### src/hw/pae_pkg.sv
// What this block does
// - Alarm when value leaves threshold range
// - Product input forced absolute both, shutdown
// - Absolute compares fixed high, low, both
// - Deviation thresholds follow live set point
// - Monitor inputs never use deviation type
// - Latched alarm holds until operator reset
// - Unlatched alarm clears by itself
// - Reverse energizes output while no alarm
// - Not silent: horn and flashing indicator
// - Silent mutes horn, hides unlatched indicator
// - Silent still shows latched/shutdown indicator
// - Shutdown alarm stops chamber, holds program
// - Event output follows alarm state
// - Output driven only if configured alarm
// - Side selects which thresholds apply
// - Clear needs return by differential
// - Per-alarm message up to 24 characters
//
// Purpose: shared constants and types of the process alarm evaluator
// Assumes: signed 16-bit process values, one alarm per input
// Notes:   register map lives behind a plain strobe port
package pae_pkg;
    localparam int N_IN      = 4;
    localparam int VW        = 16;
    localparam int MSG_LEN   = 24;
    localparam int CH_IDX_W  = 5;
    localparam int IN_IDX_W  = 2;
    localparam int ADDR_W    = 8;
    // Per input register block: 8 words from base 0x00 + 8*input
    localparam logic [ADDR_W-1:0] A_CFG    = 8'h00;
    localparam logic [ADDR_W-1:0] A_HIGH   = 8'h01;
    localparam logic [ADDR_W-1:0] A_LOW    = 8'h02;
    localparam logic [ADDR_W-1:0] A_DIFF   = 8'h03;
    localparam logic [ADDR_W-1:0] A_STATE  = 8'h04;
    localparam logic [ADDR_W-1:0] A_BLK_SZ = 8'h08;
    localparam logic [ADDR_W-1:0] A_IRQ_ST = 8'h40;
    localparam logic [ADDR_W-1:0] A_IRQ_MK = 8'h41;
    localparam logic [ADDR_W-1:0] A_MSG    = 8'h80;
    // Config field positions
    localparam int F_TYPE_DEV = 0;
    localparam int F_SIDE_LO  = 1;
    localparam int F_LATCH    = 3;
    localparam int F_REVERSE  = 4;
    localparam int F_SILENT   = 5;
    localparam int F_SHUTDOWN = 6;
    localparam int F_OUT_EN   = 7;
    localparam logic [7:0] CFG_RST = 8'h00;
    localparam logic [1:0] SIDE_HIGH = 2'h1;
    localparam logic [1:0] SIDE_LOW  = 2'h2;
    localparam logic [1:0] SIDE_BOTH = 2'h3;
    localparam logic [VW-1:0] HIGH_RST = 16'h7fff;
    localparam logic [VW-1:0] LOW_RST  = 16'h8000;
    localparam logic [VW-1:0] DIFF_RST = 16'h0000;
    localparam logic [7:0]    MSG_RST  = 8'h20;
    // Half period of the indicator flash, about half a second at 25 MHz
    localparam int FLASH_DIV = 12500000;

    typedef struct packed {
        logic       out_en;
        logic       shutdown;
        logic       silent;
        logic       reverse;
        logic       latch;
        logic [1:0] side;
        logic       dev;
    } pae_cfg_t;

    typedef struct packed {
        pae_cfg_t          cfg;
        logic signed [VW-1:0] high;
        logic signed [VW-1:0] low;
        logic [VW-1:0]     diff;
    } pae_set_t;

    typedef struct packed {
        logic active;
        logic horn;
        logic icon;
        logic shut;
        logic event_out;
    } pae_res_t;

    function automatic pae_cfg_t pae_cfg_of(input logic [7:0] b);
        pae_cfg_t c;
        c = pae_cfg_t'(b);
        return c;
    endfunction
endpackage

### src/hw/pae_compare.sv
// Purpose: one input's threshold and hysteresis decision
// Assumes: combinational, valid on each sample
// Notes:   returns next active state from current state
`timescale 1ns/1ps
module pae_compare import pae_pkg::*; (
    input  wire logic signed [VW-1:0] i_pv,
    input  wire logic signed [VW-1:0] i_sp,
    input  wire pae_set_t             i_set,
    input  wire logic                 i_active,
    input  wire logic                 i_reset_req,
    output logic                      o_active_nxt,
    output logic                      o_cond
);
    logic signed [VW:0] hi_t;
    logic signed [VW:0] lo_t;
    logic signed [VW:0] pv_x;
    logic signed [VW:0] dif_x;
    logic               use_hi;
    logic               use_lo;
    logic               in_band;

    // Threshold derivation, widened by a bit to avoid overflow
    always_comb begin
        pv_x  = {i_pv[VW-1], i_pv};
        dif_x = {1'b0, i_set.diff};
        if (i_set.cfg.dev) begin
            hi_t = {i_sp[VW-1], i_sp} + {i_set.high[VW-1], i_set.high};
            lo_t = {i_sp[VW-1], i_sp} - {i_set.low[VW-1], i_set.low};
        end else begin
            hi_t = {i_set.high[VW-1], i_set.high};
            lo_t = {i_set.low[VW-1], i_set.low};
        end
        use_hi = i_set.cfg.side[0];
        use_lo = i_set.cfg.side[1];
        o_cond = (use_hi && pv_x > hi_t) || (use_lo && pv_x < lo_t);
        // Clear only once back inside by the differential
        in_band = !(use_hi && pv_x > hi_t - dif_x) &&
                  !(use_lo && pv_x < lo_t + dif_x);
        if (o_cond) begin
            o_active_nxt = 1'b1;
        end else if (!i_active) begin
            o_active_nxt = 1'b0;
        end else if (i_set.cfg.latch) begin
            o_active_nxt = !(i_reset_req && in_band);
        end else begin
            o_active_nxt = !in_band;
        end
    end
endmodule

### src/hw/pae_annunciate.sv
// Purpose: indications and outputs from one alarm state
// Assumes: flash enable from a divider in the top
// Notes:   horn is a sticky request held in the top
`timescale 1ns/1ps
module pae_annunciate import pae_pkg::*; (
    input  wire pae_cfg_t i_cfg,
    input  wire logic     i_active,
    input  wire logic     i_horn,
    output pae_res_t      o_res
);
    always_comb begin
        o_res.active = i_active;
        o_res.horn   = i_horn && !i_cfg.silent;
        // Silent hides only alarms that need no intervention
        o_res.icon   = i_active && (!i_cfg.silent || i_cfg.latch
                                    || i_cfg.shutdown);
        o_res.shut   = i_active && i_cfg.shutdown;
        o_res.event_out = i_cfg.out_en && (i_active ^ i_cfg.reverse);
    end
endmodule

### src/hw/pae_top.sv
// Purpose: per-input process alarm evaluator with register port
// Assumes: samples from same clock domain, operator reset synchronised here
// Notes:   input 0 is the product loop, last input is monitor-only
//
// Design decisions made here: the plain strobed port and the placing of the registers.
`timescale 1ns/1ps
module pae_top import pae_pkg::*; (
    input  wire logic                 i_sys_clk,
    input  wire logic                 i_reset_n,
    input  wire logic [N_IN*VW-1:0]   i_pv,
    input  wire logic signed [VW-1:0] i_sp,
    input  wire logic                 i_sample,
    input  wire logic                 i_product_loop,
    input  wire logic                 i_op_reset,
    input  wire logic [ADDR_W-1:0]    i_addr,
    input  wire logic [31:0]          i_wdata,
    input  wire logic                 i_wr,
    input  wire logic                 i_rd,
    output logic [31:0]               o_rdata,
    output logic [N_IN-1:0]           o_event,
    output logic                      o_horn,
    output logic                      o_icon,
    output logic                      o_shutdown,
    output logic                      o_prog_hold,
    output logic [N_IN-1:0]           o_alarm,
    output logic                      o_irq
);
    localparam int MONITOR_IN = N_IN - 1;

    typedef struct packed {
        logic [N_IN-1:0]   active;
        logic [N_IN-1:0]   horn;
        logic [N_IN-1:0]   irq_st;
        logic [N_IN-1:0]   irq_mk;
        logic [N_IN-1:0]   ev;
        logic [1:0]        rst_sync;
        logic              rst_prev;
        logic [23:0]       flash_cnt;
        logic              flash;
        logic              horn_o;
        logic              icon_o;
        logic              shut_o;
        logic [31:0]       rdata;
    } pae_state_t;

    pae_state_t st_r;
    pae_state_t st_nxt;
    pae_set_t   set_r   [N_IN];
    logic [7:0] msg_r   [N_IN][MSG_LEN];
    pae_set_t   eff     [N_IN];
    logic [N_IN-1:0] act_nxt;
    logic [N_IN-1:0] cond;
    pae_res_t   res     [N_IN];
    logic       op_rst_pulse;

    function automatic logic [IN_IDX_W-1:0] pae_in_of(input logic [ADDR_W-1:0] a);
        return a[IN_IDX_W+2:3];
    endfunction

    // Effective settings: product and monitor overrides
    always_comb begin
        for (int i = 0; i < N_IN; i++) begin
            eff[i] = set_r[i];
            if (i == 0 && i_product_loop) begin
                eff[i].cfg.dev      = 1'b0;
                eff[i].cfg.side     = SIDE_BOTH;
                eff[i].cfg.silent   = 1'b0;
                eff[i].cfg.shutdown = 1'b1;
            end
            if (i == MONITOR_IN) begin
                eff[i].cfg.dev = 1'b0;
            end
        end
    end

    assign op_rst_pulse = st_r.rst_sync[1] && !st_r.rst_prev;

    for (genvar g = 0; g < N_IN; g++) begin : g_in
        pae_compare u_cmp (
            .i_pv        (i_pv[g*VW +: VW]),
            .i_sp        (i_sp),
            .i_set       (eff[g]),
            .i_active    (st_r.active[g]),
            .i_reset_req (op_rst_pulse),
            .o_active_nxt(act_nxt[g]),
            .o_cond      (cond[g])
        );
        pae_annunciate u_ann (
            .i_cfg   (eff[g].cfg),
            .i_active(st_r.active[g]),
            .i_horn  (st_r.horn[g]),
            .o_res   (res[g])
        );
    end

    // Next-state of alarm, indications and register read
    always_comb begin
        logic [IN_IDX_W-1:0] sel;
        logic [ADDR_W-1:0]   off;
        logic                any_horn;
        logic                any_icon;
        logic                any_shut;
        sel = pae_in_of(i_addr);
        off = i_addr & (A_BLK_SZ - 8'h01);
        any_horn = 1'b0;
        any_icon = 1'b0;
        any_shut = 1'b0;
        st_nxt = st_r;
        st_nxt.rst_sync = {st_r.rst_sync[0], i_op_reset};
        st_nxt.rst_prev = st_r.rst_sync[1];
        // Slow flash from one cycle enable
        if (st_r.flash_cnt == 24'(FLASH_DIV - 1)) begin
            st_nxt.flash_cnt = 24'h000000;
            st_nxt.flash = !st_r.flash;
        end else begin
            st_nxt.flash_cnt = st_r.flash_cnt + 24'h000001;
        end
        if (op_rst_pulse) begin
            st_nxt.horn = '0;
        end
        if (i_sample || op_rst_pulse) begin
            st_nxt.active = act_nxt;
        end
        for (int i = 0; i < N_IN; i++) begin
            // New alarm raises horn; set wins over reset
            if (i_sample && act_nxt[i] && !st_r.active[i]) begin
                st_nxt.horn[i] = 1'b1;
                st_nxt.irq_st[i] = 1'b1;
            end
            any_horn = any_horn | res[i].horn;
            any_icon = any_icon | res[i].icon;
            any_shut = any_shut | res[i].shut;
            st_nxt.ev[i] = res[i].event_out;
        end
        st_nxt.horn_o = any_horn;
        st_nxt.icon_o = any_icon && st_r.flash;
        st_nxt.shut_o = any_shut;
        st_nxt.rdata = 32'h00000000;
        if (i_wr && i_addr == A_IRQ_ST) begin
            for (int i = 0; i < N_IN; i++) begin
                if (i_wdata[i] && !(i_sample && act_nxt[i] && !st_r.active[i])) begin
                    st_nxt.irq_st[i] = 1'b0;
                end
            end
        end else if (i_wr && i_addr == A_IRQ_MK) begin
            st_nxt.irq_mk = i_wdata[N_IN-1:0];
        end
        if (i_rd) begin
            if (i_addr < A_IRQ_ST) begin
                if (off == A_CFG) begin
                    st_nxt.rdata = {24'h000000, eff[sel].cfg};
                end else if (off == A_HIGH) begin
                    st_nxt.rdata = {16'h0000, set_r[sel].high};
                end else if (off == A_LOW) begin
                    st_nxt.rdata = {16'h0000, set_r[sel].low};
                end else if (off == A_DIFF) begin
                    st_nxt.rdata = {16'h0000, set_r[sel].diff};
                end else if (off == A_STATE) begin
                    st_nxt.rdata = {30'h00000000, cond[sel], st_r.active[sel]};
                end
            end else if (i_addr == A_IRQ_ST) begin
                st_nxt.rdata = {28'h0000000, st_r.irq_st};
            end else if (i_addr == A_IRQ_MK) begin
                st_nxt.rdata = {28'h0000000, st_r.irq_mk};
            end else if (i_addr >= A_MSG) begin
                // Index widened a bit so a full set of inputs stays reachable
                if ({1'b0, i_addr[6:5]} < 3'(N_IN) && i_addr[4:0] < 5'(MSG_LEN)) begin
                    st_nxt.rdata = {24'h000000, msg_r[i_addr[6:5]][i_addr[4:0]]};
                end
            end
        end
    end

    always_ff @(posedge i_sys_clk or negedge i_reset_n) begin
        if (!i_reset_n) begin
            st_r <= '0;
        end else begin
            st_r <= st_nxt;
        end
    end

    // Settings and message store, written only by software
    always_ff @(posedge i_sys_clk or negedge i_reset_n) begin
        if (!i_reset_n) begin
            for (int i = 0; i < N_IN; i++) begin
                set_r[i] <= '{cfg: pae_cfg_t'(CFG_RST), high: HIGH_RST,
                              low: LOW_RST, diff: DIFF_RST};
                for (int k = 0; k < MSG_LEN; k++) begin
                    msg_r[i][k] <= MSG_RST;
                end
            end
        end else if (i_wr) begin
            if (i_addr < A_IRQ_ST) begin
                if ((i_addr & (A_BLK_SZ - 8'h01)) == A_CFG) begin
                    set_r[pae_in_of(i_addr)].cfg <= pae_cfg_of(i_wdata[7:0]);
                end else if ((i_addr & (A_BLK_SZ - 8'h01)) == A_HIGH) begin
                    set_r[pae_in_of(i_addr)].high <= i_wdata[VW-1:0];
                end else if ((i_addr & (A_BLK_SZ - 8'h01)) == A_LOW) begin
                    set_r[pae_in_of(i_addr)].low <= i_wdata[VW-1:0];
                end else if ((i_addr & (A_BLK_SZ - 8'h01)) == A_DIFF) begin
                    set_r[pae_in_of(i_addr)].diff <= i_wdata[VW-1:0];
                end
            end else if (i_addr >= A_MSG && {1'b0, i_addr[6:5]} < 3'(N_IN)) begin
                if (i_addr[4:0] < 5'(MSG_LEN)) begin
                    msg_r[i_addr[6:5]][i_addr[4:0]] <= i_wdata[7:0];
                end
            end
        end
    end

    assign o_rdata     = st_r.rdata;
    assign o_event     = st_r.ev;
    assign o_horn      = st_r.horn_o;
    assign o_icon      = st_r.icon_o;
    assign o_shutdown  = st_r.shut_o;
    assign o_prog_hold = st_r.shut_o;
    assign o_alarm     = st_r.active;
    assign o_irq       = |(st_r.irq_st & st_r.irq_mk);

    // Hold must track any shutdown-enabled alarm of the previous cycle
    a_shut_follows: assert property (@(posedge i_sys_clk) disable iff (!i_reset_n)
        o_prog_hold == $past(res[0].shut || res[1].shut || res[2].shut || res[3].shut))
        else $error("hold differs from shutdown");
    a_product_shut: assert property (@(posedge i_sys_clk) disable iff (!i_reset_n)
        (i_product_loop && st_r.active[0]) |=> o_shutdown)
        else $error("product alarm did not shut down");
    a_horn_clears: assert property (@(posedge i_sys_clk) disable iff (!i_reset_n)
        op_rst_pulse && !i_sample |=> ##1 !o_horn) else $error("horn not silenced");
    a_sample_update: assert property (@(posedge i_sys_clk) disable iff (!i_reset_n)
        i_sample |=> st_r.active == $past(act_nxt)) else $error("alarm not updated");
    a_hold_nosample: assert property (@(posedge i_sys_clk) disable iff (!i_reset_n)
        !i_sample && !op_rst_pulse |=> $stable(st_r.active))
        else $error("alarm moved without sample");
    a_cond_raises: assert property (@(posedge i_sys_clk) disable iff (!i_reset_n)
        i_sample && cond[0] |=> st_r.active[0]) else $error("condition not alarmed");
    a_latch_keeps: assert property (@(posedge i_sys_clk) disable iff (!i_reset_n)
        st_r.active[2] && eff[2].cfg.latch && !op_rst_pulse |=> st_r.active[2])
        else $error("latched alarm dropped");
    a_event_drive: assert property (@(posedge i_sys_clk) disable iff (!i_reset_n)
        !eff[1].cfg.out_en |=> !o_event[1]) else $error("unassigned output driven");
    // No alarm anywhere means a dark indicator, whatever the flash phase
    a_icon_hidden: assert property (@(posedge i_sys_clk) disable iff (!i_reset_n)
        !(|st_r.active) |=> !o_icon) else $error("indicator lit without alarm");
endmodule

### config.mk
export PLATFORM = sky130hd
export DESIGN_NAME = pae_top
export DESIGN_NICKNAME = d
export VERILOG_FILES = /design/src/hw/pae_pkg.sv /design/src/hw/pae_compare.sv /design/src/hw/pae_annunciate.sv /design/src/hw/pae_top.sv
export SDC_FILE = /design/constraint.sdc
export NUM_CORES = 2
export LEC_CHECK = 0
export BUFFER_PORTS_ARGS = -buffer_cell sky130_fd_sc_hd__buf_4
export CAP_MARGIN = 20
export CORE_UTILIZATION = 50
export DETAILED_ROUTE_END_ITERATION = 8
export PLACE_DENSITY = 0.66
export SLEW_MARGIN = 10
export SYNTH_ARGS = -nofsm -noshare
export SYNTH_HDL_FRONTEND = slang
export SYNTH_SLANG_ARGS = --single-unit
### constraint.sdc
create_clock -name i_sys_clk -period 7.3 [get_ports i_sys_clk]
set_input_delay 0.365 -clock i_sys_clk [delete_from_list [all_inputs] [get_ports i_sys_clk]]
set_output_delay 0.365 -clock i_sys_clk [all_outputs]
set_load 0.1 [all_outputs]
==> key figures <==
Final layout
  – Layout filler cell count: 10905
  – Syn-to-layout area delta: 10.1%
  – Nets: 6239
  – Reg area: 0.0267 mm^2
  – Area used by multi-input combinational logic: 0.0365 mm^2
  – Layout cells sized above 1: 0.332

Flow run
  – Max_cap viols: 0

STA
  – Max Freq: 164 MHz
  – Fin crit share: 0.838
  – Setup Skew: 0.0544 ns
  – Fin. max-slew vios: 0
  – WHS: 0.0637 ns
  – Period minus WS final: 6.11 ns
  – Final hold vios: 0
  – Tightest Pin Transition: 1.10 ns
  – Post-route setup TNS: 0 ns
  – RSZ-0062 raised after global routing: no
  – Relative slew margins: 0.260
  – Setup violations, final: 0

Critical path
  – CP arrival: 6.67 ns
  – Critical path required time: 7.85 ns
  – CP peak stage delay: 0.54 ns
  – CP Class: reg -> reg
  – R2R Setup Slk: 1.19 ns
  – Setup crit start kind: register
  – Critical Path End Type: register
  – Critical Path Fanout Max: 4
  – CP max stage cell: dfstp_2

Routing
  – Via Count: 44993
  – Vias/cell: 6.04
  – Routed WL per cell: 25.3 um
  – Starting DRT DRC Count: 3423
  – DRT Wirelength: 188000 um
  – Post-route ant nets: 0
  – First-pass iteration count of the detailed router: 6
  – Post-route DRC violation count: 0

Clock tree
  – Clk sinks: 1058
  – CTS resizes: 0
  – CTS clk-pin slew, worst paths: 0.06 ns
  – TritonCTS clock tree: yes
  – Clock tree buffer depth: 3
  – Root buffer cell: clkbuf_16
  – Clock Latency Late Sink: 0.76 ns
  – Total CTS buffers: 112
  – CTS H-tree lvls: 3

Yosys
  – Synth Instances: 5561
  – Distinct cell type count after synthesis: 79
  – Sequential area share after synthesis: 0.407
  – Synth warnings: 0
  – Share of async-settable or async-resettable flops after synthesis: 1.00
  – Seq cells post-synth: 1058
  – Ys flop type: dfrtp_1
  – Syn Area/Cell: 11.8 um^2
  – Synthesized area: 0.0656 mm^2
  – Post-synth EDFFs: 0

GRT
  – Global route overflow: 0
  – Pin count of the biggest net entering global routing: 164
  – Tot GR Track Use: 0.285
  – Vias in the first global route: 44339
  – Initial antenna violation count: 6
  – First-pass GRT wire length: 283000 um

Power
  – Power density over the cells: 235 mW/mm^2
  – Leak: 0.0334 uW
  – Peak supply drop: 257 uV

Floorplanning
  – Chip Height: 364 um
  – Placeable Area: 0.130 mm^2
  – Initial Util: 0.506
  – Chip Width: 364 um
  – Rows: 132
  – Die Footprint: 0.133 mm^2
  – IO Pins: 172

Placed design
  – Gpl congestion: 0.955
  – DP Wirelength: 136000 um
  – IO buf count: 139

Outcome
  – Status: completed

Hold path
  – Worst min-delay path category: in -> reg
worst max-delay path: cells and delay by family, from the launching register on:
kind	cells	cell delay (ns)
AOI/OAI and AO/OA	14	2.72
xor gates and xnor gates	3	0.47
adders and majority gates	4	1.15
buffers and inverters	1	0.09
DFF	1	0.54
muxes	1	0.27
and+or+nand+nor	4	0.69
final cells by class:
class | instances | share of cell area
Antenna cell | 1 | 0.0000346
Clock buffer | 179 | 0.0470
Clock inverter | 33 | 0.00750
Inverter | 299 | 0.0156
Multi-Input combinational cell | 3921 | 0.505
Sequential cell | 1058 | 0.369
Tap cell | 1742 | 0.0302
Timing Repair Buffer | 216 | 0.0249
where the power goes:
group	internal, uW	switching [uW]
logic	1860	2520
registers	6230	359
clock network	3520	2500
sequential cells by signal, summed over array words and instances (netlist names):
register,cells
eff,218
o_event,4
o_horn,1
msg_r,768
o_prog_hold,1
o_icon,1
set_r,5
st_r,38
o_alarm,4
st_nxt,2
o_rdata,16
synth_stat cells, types with 107 or more instances:
| cell | instances | area share |
|---|---|---|
| a21oi_1 | 238 | 0.018 |
| a21o_1 | 107 | 0.012 |
| dfstp_2 | 160 | 0.064 |
| ha_1 | 490 | 0.093 |
| mux4_2 | 293 | 0.10 |
| mux2_2 | 956 | 0.16 |
| nor2_1 | 235 | 0.013 |
| dfrtp_1 | 898 | 0.34 |
| xnor2_1 | 117 | 0.016 |
| nand2_1 | 300 | 0.017 |
| o21ai_0 | 244 | 0.019 |
| inv_1 | 297 | 0.017 |
| clkbuf_1 | 186 | 0.011 |
placed cells by master (no fill, tap or decap), types with 14 or more instances in the layout:
cell type and instances:
a211oi_1 25, a21o_1 107, a21oi_1 237, a31oi_1 31, and2_1 22, and3_1 23, buf_4 188, clkbuf_1 34
clkbuf_16 113, clkbuf_8 33, clkinv_2 14, conb_1 16, dfrtp_1 896, dfstp_2 160, fa_1 14, ha_1 490
inv_1 297, mux2_2 956, mux2i_1 40, mux4_2 293, nand2_1 300, nand2b_1 39, nand3_1 103, nand4_1 44
nor2_1 231, nor2_2 67, nor2b_1 47, nor3_1 73, o211ai_1 26, o21a_1 45, o21ai_0 244, o21bai_1 15
o22ai_1 14, o31ai_1 15, or3_1 17, xnor2_1 117, xor2_1 98
through the flow:
stage	utilization	cells	total power, uW	worst slack (ns)	cell area, um^2
finish	0.556	7449	17000	1.19	72200
CTS	0.556	7442	17000	1.25	72100
global route	0.556	7449	17800	0.713	72200
detailed placement	0.524	7217	11000	1.14	68100
global placement	0.524	7217	10900	1.12	68100
floorplan	-	5576	9700	2.04	65700
final timing paths:
check | start | cells after the start | end
max | eff[144]$_DFFE_PN1P_ | 27 | o_alarm[1]$_DFFE_PN0P_
min | i_addr[7] | 3 | o_rdata[1]$_DFF_PN0_
max reg2reg | eff[144]$_DFFE_PN1P_ | 27 | o_alarm[1]$_DFFE_PN0P_
min reg2reg | st_nxt[62]$_DFF_PN0_ | 0 | st_nxt[60]$_DFF_PN0_
max in group asynchronous | i_reset_n | 4 | msg_r[356]$_DFFE_PN0P_
min in group asynchronous | i_reset_n | 2 | eff[71]$_DFFE_PN0P_
cell families (layout without fill, tap and decap cells):
family | Yosys count | in the layout | synth area share
adders and majority gates | 504 | 504 | 0.0977
and+or+nand+nor | 1025 | 1025 | 0.0750
muxes | 1289 | 1289 | 0.271
AOI/OAI and AO/OA | 872 | 872 | 0.0827
buffers and inverters | 597 | 727 | 0.0386
xor gates and xnor gates | 215 | 215 | 0.0287
DFF | 1058 | 1058 | 0.407
other | 1 | 17 | 0.0000571
layer usage:
| metal | vias to the layer above | part of all wire | global-route usage |
|---|---|---|---|
| met5 | - | 0.00019 | 0 |
| met4 | 6 | 0.055 | 0.140 |
| met3 | 404 | 0.058 | 0.0489 |
| met2 | 1303 | 0.47 | 0.453 |
| met1 | 22804 | 0.42 | 0.378 |
| li1 | 20476 | - | - |
repair_timing:
| action | 4_1_cts | 5_1_grt |
|---|---|---|
| setup endpoints to repair | 0 | 0 |
| buffers inserted | 0 | 0 |
| hold buffers | 13 | 0 |
| endpoints found under the hold margin | 113 | 0 |
No activity file was read; power rests on OpenSTA's default activity.
